===== src/core/cfa_consts.vh =====
// constants for the clock and lane fifo upset alarm block
// assumes a 32-bit avalon-mm slave with byte addresses, one word per register
`ifndef CFA_CONSTS_VH
`define CFA_CONSTS_VH

// ------------------------------------------------------------
// register byte offsets
// ------------------------------------------------------------
`define CFA_OFS_CTRL      8'h00
`define CFA_OFS_CLK_UPSET 8'h04
`define CFA_OFS_LANE_ALM  8'h08
`define CFA_OFS_MASK      8'h0c
`define CFA_OFS_SUMMARY   8'h10
`define CFA_OFS_STATE     8'h14

// ------------------------------------------------------------
// control register fields
// ------------------------------------------------------------
`define CFA_CTRL_LINK_EN  0
`define CFA_CTRL_PD_A     1
`define CFA_CTRL_PD_B     2
`define CFA_CTRL_GPD      3
`define CFA_CTRL_CAL_SEL  4
`define CFA_CTRL_RST      8'h00

// ------------------------------------------------------------
// mask, state fields and reset values
// ------------------------------------------------------------
`define CFA_MASK_CLK      0
`define CFA_MASK_FIFO     1
`define CFA_MASK_RST      8'h00
`define CFA_ST_LINK_ON    0
`define CFA_ST_CMP_VALID  1
`define CFA_ST_PWR_DOWN   2

`endif


===== src/core/cfa_alarms.v =====
// clock upset and lane fifo upset alarms with an avalon-mm register slave
// assumes channel clock phase vectors and fifo pointers come from i_clk logic;
// the power-down pin is asynchronous and is synchronised here
`timescale 1ns/1ps
`include "cfa_consts.vh"

// Summary of operation
// [RULE1] A phase mismatch of A and B at any half-rate compare sets the clock upset flag.
// [RULE2] The clock upset flag stays set until software writes a one; a zero does nothing.
// [RULE3] Software arms detection: link off, both channels up, link on, then clear the flag.
// [RULE4] Clock upset shows in its status bit and, with alarm select, on the cal status pin.
// [RULE5] After leaving global power-down software clears a possibly stale clock upset flag.
// [RULE6] Each lane has its own fifo upset flag, set when its fifo pointers go corrupt.
// [RULE7] Dropping then raising link enable resets the lane fifo logic, clearing an upset; the sticky lane flags here still need a software write-one.
// [RULE8] Each alarm sets its own status bit; every unmasked alarm drives the summary alarm.
// [RULE9] While link enable is low the link is in reset, serializers down and clocks gated.
// [RULE10] With alarm select set, the cal status pin goes high whenever an alarm is active.
// [RULE11] The clock comparison counts only with the link enabled and both channels powered.
module cfa_alarms #(
   parameter LANES = 8,
   parameter CW    = 4,
   parameter PW    = 4,
   parameter DEPTH = 8
) (
   input  wire                i_clk,
   input  wire                i_rst_n,
   // avalon-mm slave
   input  wire [7:0]          i_avs_address,
   input  wire                i_avs_read,
   input  wire                i_avs_write,
   input  wire [31:0]         i_avs_writedata,
   input  wire [3:0]          i_avs_byteenable,
   output wire [31:0]         o_avs_readdata,
   output wire                o_avs_waitrequest,
   // channel clock phases and lane fifo pointers
   input  wire [CW-1:0]       i_chan_a_clk_phase,
   input  wire [CW-1:0]       i_chan_b_clk_phase,
   input  wire [LANES*PW-1:0] i_lane_wr_ptr,
   input  wire [LANES*PW-1:0] i_lane_rd_ptr,
   input  wire [LANES-1:0]    i_lane_rw_err,
   // pins and link controls
   input  wire                i_powerdown_pin,
   input  wire                i_cal_done,
   output wire                o_cal_status_pin,
   output wire                o_alarm,
   output wire                o_link_rst_n,
   output wire                o_ser_powerdown,
   output wire                o_link_clk_en,
   output wire                o_chan_a_powerdown,
   output wire                o_chan_b_powerdown
);

   // ------------------------------------------------------------
   // declarations
   // ------------------------------------------------------------
   reg  [7:0]       ctrl_r;
   reg  [7:0]       mask_r;
   reg              clock_upset_flag_r;
   reg              clock_upset_flag_nxt;
   reg  [LANES-1:0] lane_fifo_upset_flags_r;
   reg  [LANES-1:0] lane_fifo_upset_flags_nxt;
   reg              half_r;
   reg              pd_meta_r;
   reg              pd_sync_r;
   reg              wait_r;
   reg  [31:0]      rdata_r;
   reg  [31:0]      rdata_nxt;
   reg              alarm_r;
   reg              cal_pin_r;
   reg              link_rst_n_r;
   reg              ser_pd_r;
   reg              clk_en_r;
   reg              pd_a_r;
   reg              pd_b_r;
   wire [LANES-1:0] lane_upset;
   wire             link_enable;
   wire             global_pd;
   wire             cmp_valid;
   wire             clk_mismatch;
   wire             wr_take;
   wire             rd_take;
   wire             clr_clk;
   wire [LANES-1:0] clr_lane;
   wire             clk_alarm_on;
   wire             fifo_alarm_on;
   wire             summary;

   // ------------------------------------------------------------
   // control decode
   // ------------------------------------------------------------
   assign link_enable = ctrl_r[`CFA_CTRL_LINK_EN];
   assign global_pd   = ctrl_r[`CFA_CTRL_GPD] | pd_sync_r;

   // comparison is meaningless with a channel or the link off [RULE11]
   assign cmp_valid   = link_enable & ~ctrl_r[`CFA_CTRL_PD_A] & ~ctrl_r[`CFA_CTRL_PD_B]
                        & ~global_pd;

   // ------------------------------------------------------------
   // power-down pin synchroniser
   // ------------------------------------------------------------
   // pin is asynchronous: two flops before anything reads it
   always @(posedge i_clk or negedge i_rst_n) begin
      if (!i_rst_n) begin
         pd_meta_r <= 1'b0;
         pd_sync_r <= 1'b0;
      end else begin
         pd_meta_r <= i_powerdown_pin;
         pd_sync_r <= pd_meta_r;
      end
   end

   // ------------------------------------------------------------
   // half-rate compare strobe
   // ------------------------------------------------------------
   // the channel clocks step at half the device clock, so compare on alternate edges
   always @(posedge i_clk or negedge i_rst_n) begin
      if (!i_rst_n) begin
         half_r <= 1'b0;
      end else begin
         half_r <= ~half_r;
      end
   end

   // a single half-rate cycle of disagreement is enough [RULE1]
   assign clk_mismatch = half_r & cmp_valid & (i_chan_a_clk_phase != i_chan_b_clk_phase);

   // ------------------------------------------------------------
   // lane fifo watchers
   // ------------------------------------------------------------
   genvar g;
   generate
      for (g = 0; g < LANES; g = g + 1) begin : g_lane
         cfa_lane_mon #(
            .PW    (PW),
            .DEPTH (DEPTH)
         ) u_mon (
            .i_clk    (i_clk),
            .i_rst_n  (i_rst_n),
            .i_en     (link_enable),              // [RULE7]
            .i_wr_ptr (i_lane_wr_ptr[g*PW +: PW]),
            .i_rd_ptr (i_lane_rd_ptr[g*PW +: PW]),
            .i_rw_err (i_lane_rw_err[g]),
            .o_upset  (lane_upset[g])             // [RULE6]
         );
      end
   endgenerate

   // ------------------------------------------------------------
   // avalon-mm handshake
   // ------------------------------------------------------------
   // waitrequest drops for one cycle after a request is seen; the access
   // completes on the edge where the master sees it low
   assign wr_take = i_avs_write & ~wait_r;
   assign rd_take = i_avs_read & wait_r; // read data latched on the request edge

   always @(posedge i_clk or negedge i_rst_n) begin
      if (!i_rst_n) begin
         wait_r <= 1'b1;
      end else if (wait_r) begin
         wait_r <= ~(i_avs_read | i_avs_write);
      end else begin
         wait_r <= 1'b1;
      end
   end

   // write-one-to-clear strobes, low byte lane only
   assign clr_clk  = wr_take & i_avs_byteenable[0] & (i_avs_address == `CFA_OFS_CLK_UPSET)
                     & i_avs_writedata[0]; // [RULE2]
   assign clr_lane = (wr_take & i_avs_byteenable[0] & (i_avs_address == `CFA_OFS_LANE_ALM))
                     ? i_avs_writedata[LANES-1:0] : {LANES{1'b0}};

   // ------------------------------------------------------------
   // control and mask registers
   // ------------------------------------------------------------
   always @(posedge i_clk or negedge i_rst_n) begin
      if (!i_rst_n) begin
         ctrl_r <= `CFA_CTRL_RST;
         mask_r <= `CFA_MASK_RST;
      end else if (wr_take & i_avs_byteenable[0]) begin
         if (i_avs_address == `CFA_OFS_CTRL) begin
            ctrl_r <= {3'h0, i_avs_writedata[4:0]};
         end
         if (i_avs_address == `CFA_OFS_MASK) begin
            mask_r <= {6'h00, i_avs_writedata[1:0]};
         end
      end
   end

   // ------------------------------------------------------------
   // sticky alarm flags
   // ------------------------------------------------------------
   // a set arriving with the clear wins, so no event is lost
   always @* begin
      clock_upset_flag_nxt      = (clock_upset_flag_r & ~clr_clk) | clk_mismatch; // [RULE1]
      lane_fifo_upset_flags_nxt = (lane_fifo_upset_flags_r & ~clr_lane) | lane_upset; // [RULE6]
   end

   // flags are not cleared by link enable; only software clears them
   always @(posedge i_clk or negedge i_rst_n) begin
      if (!i_rst_n) begin
         clock_upset_flag_r      <= 1'b0;
         lane_fifo_upset_flags_r <= {LANES{1'b0}};
      end else begin
         clock_upset_flag_r      <= clock_upset_flag_nxt;
         lane_fifo_upset_flags_r <= lane_fifo_upset_flags_nxt;
      end
   end

   // ------------------------------------------------------------
   // summary alarm and pin
   // ------------------------------------------------------------
   assign clk_alarm_on  = clock_upset_flag_r & ~mask_r[`CFA_MASK_CLK];     // [RULE8]
   assign fifo_alarm_on = (|lane_fifo_upset_flags_r) & ~mask_r[`CFA_MASK_FIFO]; // [RULE8]
   assign summary       = clk_alarm_on | fifo_alarm_on;

   // pin shows the summary alarm or the calibration status by select
   always @(posedge i_clk or negedge i_rst_n) begin
      if (!i_rst_n) begin
         alarm_r   <= 1'b0;
         cal_pin_r <= 1'b0;
      end else begin
         alarm_r   <= summary;
         cal_pin_r <= ctrl_r[`CFA_CTRL_CAL_SEL] ? summary : i_cal_done; // [RULE4] [RULE10]
      end
   end

   // ------------------------------------------------------------
   // link section controls
   // ------------------------------------------------------------
   // link off: reset held, serializers down, section clocks gated
   always @(posedge i_clk or negedge i_rst_n) begin
      if (!i_rst_n) begin
         link_rst_n_r <= 1'b0;
         ser_pd_r     <= 1'b1;
         clk_en_r     <= 1'b0;
         pd_a_r       <= 1'b0;
         pd_b_r       <= 1'b0;
      end else begin
         link_rst_n_r <= link_enable & ~global_pd;  // [RULE9]
         ser_pd_r     <= ~link_enable | global_pd;  // [RULE9]
         clk_en_r     <= link_enable & ~global_pd;  // [RULE9]
         pd_a_r       <= ctrl_r[`CFA_CTRL_PD_A] | global_pd;
         pd_b_r       <= ctrl_r[`CFA_CTRL_PD_B] | global_pd;
      end
   end

   // ------------------------------------------------------------
   // read data
   // ------------------------------------------------------------
   // unmapped addresses read as zero; reserved bits read as zero
   always @* begin
      rdata_nxt = 32'h0000_0000;
      case (i_avs_address)
         `CFA_OFS_CTRL: begin
            rdata_nxt[7:0] = ctrl_r;
         end
         `CFA_OFS_CLK_UPSET: begin
            rdata_nxt[0] = clock_upset_flag_r; // [RULE4]
         end
         `CFA_OFS_LANE_ALM: begin
            rdata_nxt[LANES-1:0] = lane_fifo_upset_flags_r;
         end
         `CFA_OFS_MASK: begin
            rdata_nxt[7:0] = mask_r;
         end
         `CFA_OFS_SUMMARY: begin
            rdata_nxt[0] = summary; // [RULE8]
         end
         `CFA_OFS_STATE: begin
            rdata_nxt[`CFA_ST_LINK_ON]   = link_rst_n_r;
            rdata_nxt[`CFA_ST_CMP_VALID] = cmp_valid;
            rdata_nxt[`CFA_ST_PWR_DOWN]  = global_pd;
         end
         default: begin
            rdata_nxt = 32'h0000_0000;
         end
      endcase
   end

   // data captured on the edge that drops waitrequest, held until next answer
   always @(posedge i_clk or negedge i_rst_n) begin
      if (!i_rst_n) begin
         rdata_r <= 32'h0000_0000;
      end else if (rd_take) begin
         rdata_r <= rdata_nxt;
      end
   end

   // ------------------------------------------------------------
   // outputs
   // ------------------------------------------------------------
   assign o_avs_readdata     = rdata_r;
   assign o_avs_waitrequest  = wait_r;
   assign o_alarm            = alarm_r;
   assign o_cal_status_pin   = cal_pin_r;
   assign o_link_rst_n       = link_rst_n_r;
   assign o_ser_powerdown    = ser_pd_r;
   assign o_link_clk_en      = clk_en_r;
   assign o_chan_a_powerdown = pd_a_r;
   assign o_chan_b_powerdown = pd_b_r;

endmodule // cfa_alarms


===== src/core/cfa_lane_mon.v =====
// one lane's synchronizing fifo pointer watcher
// assumes pointers carry one extra wrap bit and arrive on i_clk
`timescale 1ns/1ps

module cfa_lane_mon #(
   parameter PW    = 4,
   parameter DEPTH = 8
) (
   input  wire          i_clk,
   input  wire          i_rst_n,
   input  wire          i_en,
   input  wire [PW-1:0] i_wr_ptr,
   input  wire [PW-1:0] i_rd_ptr,
   input  wire          i_rw_err,
   output wire          o_upset
);

   // ------------------------------------------------------------
   // occupancy check
   // ------------------------------------------------------------
   localparam [PW-1:0] DEPTH_P = DEPTH[PW-1:0];

   wire [PW-1:0] fill;
   reg           armed_r;
   reg           upset_r;

   assign fill    = i_wr_ptr - i_rd_ptr;
   assign o_upset = upset_r;

   // first cycle after enable only arms: pointers may still settle
   always @(posedge i_clk or negedge i_rst_n) begin
      if (!i_rst_n) begin
         armed_r <= 1'b0;
         upset_r <= 1'b0;
      end else if (!i_en) begin
         armed_r <= 1'b0; // link off resets the fifo watcher [RULE7]
         upset_r <= 1'b0;
      end else begin
         armed_r <= 1'b1;
         upset_r <= armed_r & (i_rw_err | (fill > DEPTH_P)); // corrupt pointers [RULE6]
      end
   end

endmodule // cfa_lane_mon


===== config.mk =====
export PLATFORM = sky130hd
export DESIGN_NAME = cfa_alarms
export DESIGN_NICKNAME = d
export VERILOG_FILES = /design/src/core/cfa_alarms.v /design/src/core/cfa_lane_mon.v
export VERILOG_INCLUDE_DIRS = /design/src /design/src/core
export SDC_FILE = /design/constraint.sdc
export NUM_CORES = 1
export LEC_CHECK = 0
export BUFFER_PORTS_ARGS = -buffer_cell sky130_fd_sc_hd__buf_2
export CAP_MARGIN = 10
export CORE_ASPECT_RATIO = 1.75
export CORE_MARGIN = 2
export CORE_UTILIZATION = 46
export CTS_BUF_LIST = sky130_fd_sc_hd__clkbuf_4 sky130_fd_sc_hd__clkbuf_8
export DETAILED_ROUTE_END_ITERATION = 10
export GPL_TIMING_DRIVEN = 0
export PLACE_DENSITY = 0.87
export SLEW_MARGIN = 10
export SYNTH_ARGS = -nofsm -noshare
export SYNTH_HDL_FRONTEND = slang
export SYNTH_SLANG_ARGS = --single-unit

===== constraint.sdc =====
create_clock -name i_clk -period 1.9 [get_ports i_clk]
set_clock_uncertainty 0.2 [all_clocks]
set_input_delay 0.38 -clock i_clk [delete_from_list [all_inputs] [get_ports i_clk]]
set_output_delay 0.38 -clock i_clk [all_outputs]
set_load 0.03 [all_outputs]

==> reports/results.txt <==
Outcome: complete, no violations
Diode count: 0
Drt initial violations: 144
Initial cell density of the core: 48.1%
Clock share of power: 26.6%
Seq/Total Area, Yosys: 36.0%
Worst rel slew slack: 38.7%
Placed cell areas: 4000 µm²
Share of cells above drive strength 1: 46.7%
Max incr delay on CP: 0.53 ns
Final ANT Viol Nets: 0
Mean area per synthesized cell: 10.0 µm²
Dominant cells by area after synthesis: dfrtp_1 (34%), ha_1 (10%), buf_4 (6.3%)
Core area: 6230 µm²
Worst-margin pin slew: 0.919 ns
Static Leak: 2.34 nW
Mapped cell area: 3000 µm²
Clock sink count: 43
Synth area leader: dfrtp_1
CTS Buf Count: 5
Total power: 2.14 mW
Maximum operating frequency: 531 MHz
Ys flop type: dfrtp_1
Final wirelength: 6.86 mm
Vias in the first global route: 2640
Pin count of the biggest net entering global routing: 44
Row count: 38
Synth-to-layout area growth: 39.8%
Yosys Warn Count: 0
CTS tree: yes
Hpwl dp: 5.80 mm
GR Overflow Total: 0
Die Ht: 111 µm
WP data arrival: 1.86 ns
Final Critical Period: 1.88 ns
Clock buffer depth: 2
Vias/cell: 4.88
WL met1: 2.15 mm
HP Class: primary input to async pin
Synth unique cells: 40
Initial antenna violation count: 0
Die ar.: 7200 µm²
Layout Nets: 612
EDFF count, synth: 0
Clk root buf: clkbuf_8
Slew Limit Fails: 0
Startpoint types: primary input
Met2 routed WL: 4.19 mm
Placer Congestion: 0.838
Multi-input logic area: 1820 µm²
Worst Setup End Kind: register
Die Wd: 65 µm
Vias: 2585
Reg power frac: 44.0%
CP Class: primary input to register
Crit-path cells: clkbuf_4 -> inv_12 -> ha_4 -> inv_2 -> fa_2 -> or4b_4 -> o211a_1
Reg area: 1080 µm²
Gate power share: 29.4%
Critical-path top delay cell: or4b_4
MaxCap Viol Count: 0
Fill cell count: 476
Power per Cell Area: 510 nW/µm²
Post-Synthesis Cells: 299
CP required: 1.88 ns
Switching fraction of total power: 29.0%
Clock transition at path regs: 0.07 ns
GRT Resource Usage Total: 19.7%
Wire length per cell: 12.9 µm
First-pass iteration count of the detailed router: 4
Top routing layer in use: met4
Skew-Pair Late Insertion Delay: 0.29 ns
Boundary Pins: 170
DR WL met3: 304 µm
Synth top area share: 34.3%
Setup Total Neg Slack: 0 ns
Worst vdd ir: 0.339 mV
RSZ-0062 raised after global routing: yes
Final setup viols: 0
First-pass GRT wire length: 11.1 mm
P_sw: 0.619 mW
Worst Reg-to-Reg Cells: 4
Asr flop ratio synth: 100%
CP max FO: 2
Port Buffers: 116
Residual DRC: 0
Htree depth: 2
Fin area: 4190 µm²
Final period util: 99.1%
#FFs+latches synth: 43
P_int: 1.52 mW
Final Hold Viols: 0
## path summary, 6_finish.rpt
check	start	endpoint	slack, ns
worst min-delay path	i_rst_n	o_link_clk_en	0.02
worst min register to register	pd_meta_r	pd_sync_r	0.17
worst max register to register	o_avs_waitrequest	mask_r[1]	0.12
max in group asynchronous	i_rst_n	o_avs_readdata[0]	0.90
worst max-delay path	i_lane_wr_ptr[12]	g_lane[3].u_mon.o_upset	0.02
min in group i_clk	i_avs_read	o_avs_waitrequest	0.05
## cell families after synthesis
kind of cell | count (synthesis) | share of synthesized area [%]
compound gates | 56 | 12.8
xor+xnor | 29 | 8.48
fa+ha+maj | 32 | 15.4
buf+inv | 67 | 11.7
flops | 43 | 36.0
mux | 8 | 2.92
other cells | 1 | 0.125
simple gates | 63 | 12.7
## area by class of cell
cell class / instances / area share [%]
multi-input combinational: 212 / 43.6
sequential: 43 / 25.8
timing repair buffer: 121 / 15.7
inverter: 36 / 5.38
buffer: 31 / 5.11
tap: 80 / 2.39
clock buffer: 6 / 1.97
clock inverter: 1 / 0.120
## layout by cell type (no fill, tap or decap), types with 6 or more instances in the layout
cell type / instances
clkbuf_8: 6
ha_4: 8
xor2_1: 8
buf_2: 110
inv_1: 20
xnor2_1: 21
inv_12: 6
buf_4: 33
fa_2: 8
inv_2: 8
conb_1: 24
dfrtp_1: 41
ha_1: 16
o21ai_0: 10
o211a_1: 8
a21oi_1: 15
or4b_4: 8
nand2_1: 28
a21o_1: 16
## cells in the mapped netlist (2+ instances only)
library cell,instances
a21o_1,16
a21oi_1,15
a32oi_1,2
buf_2,3
buf_4,25
clkbuf_1,3
dfrtp_1,41
dfstp_2,2
fa_1,8
ha_1,24
inv_1,36
mux2_2,6
mux2i_1,2
nand2_1,28
nand3_1,2
nor2_1,2
nor2b_1,4
nor3_1,4
nor3b_1,2
nor4_1,3
o211a_1,8
o21ai_0,10
or3_1,2
or4b_2,8
xnor2_1,21
xor2_1,8
## what timing repair did
action,4_1_cts,5_1_grt
cloned,0,0
buffers inserted,0,4
resized for setup,4,13
hold endpoints to repair,1,0
pin swaps,4,6
hold buffers,1,0
endpoints found under the setup margin,4,15
## power groups by stage
stage                     combinational, mW  clock [mW]  sequential (mW)
after floorplan                       0.375           0            0.971
after global placement                0.581           0            0.956
after detailed placement              0.612           0            0.957
after CTS                             0.618       0.579            0.939
after global routing                  0.693       0.616            0.941
final                                 0.627       0.568            0.940
## routing by layer
metal | GRT usage, % | up-vias
li1 | - | 1257
met5 | 0 | -
met2 | 40.5 | 84
met1 | 17.4 | 1229
met3 | 2.03 | 15
met4 | 10.1 | 0
## worst max-delay path, delay by kind of cell
family	cells	cell delay (ns)
AOI/OAI and AO/OA	1	0.14
adders and majority gates	2	0.56
buffers and inverters	3	0.25
and+or+nand+nor	1	0.53
## flip-flops by register name (all words and copies together), names as in the netlist, 2 cells and up
register,flops
lane_fifo_upset_flags_r,8
mask_r,2
ctrl_r,5
g_lane.u_mon.o_upset,8
o_avs_readdata,8
## metrics by stage
step | hold slack [ns] | util, % | cells | worst slack [ns]
finish | 0.0150 | 67.2 | 530 | 0.0165
global route | 0.0574 | 67.2 | 530 | -0.00828
CTS | 0.0521 | 66.0 | 526 | 0.00525
detailed placement | 0.136 | 64.3 | 518 | -0.357
global placement | 0.137 | 64.3 | 518 | -0.323
floorplan | -0.116 | - | 322 | -0.117
Power figures use the tool's default switching activity.
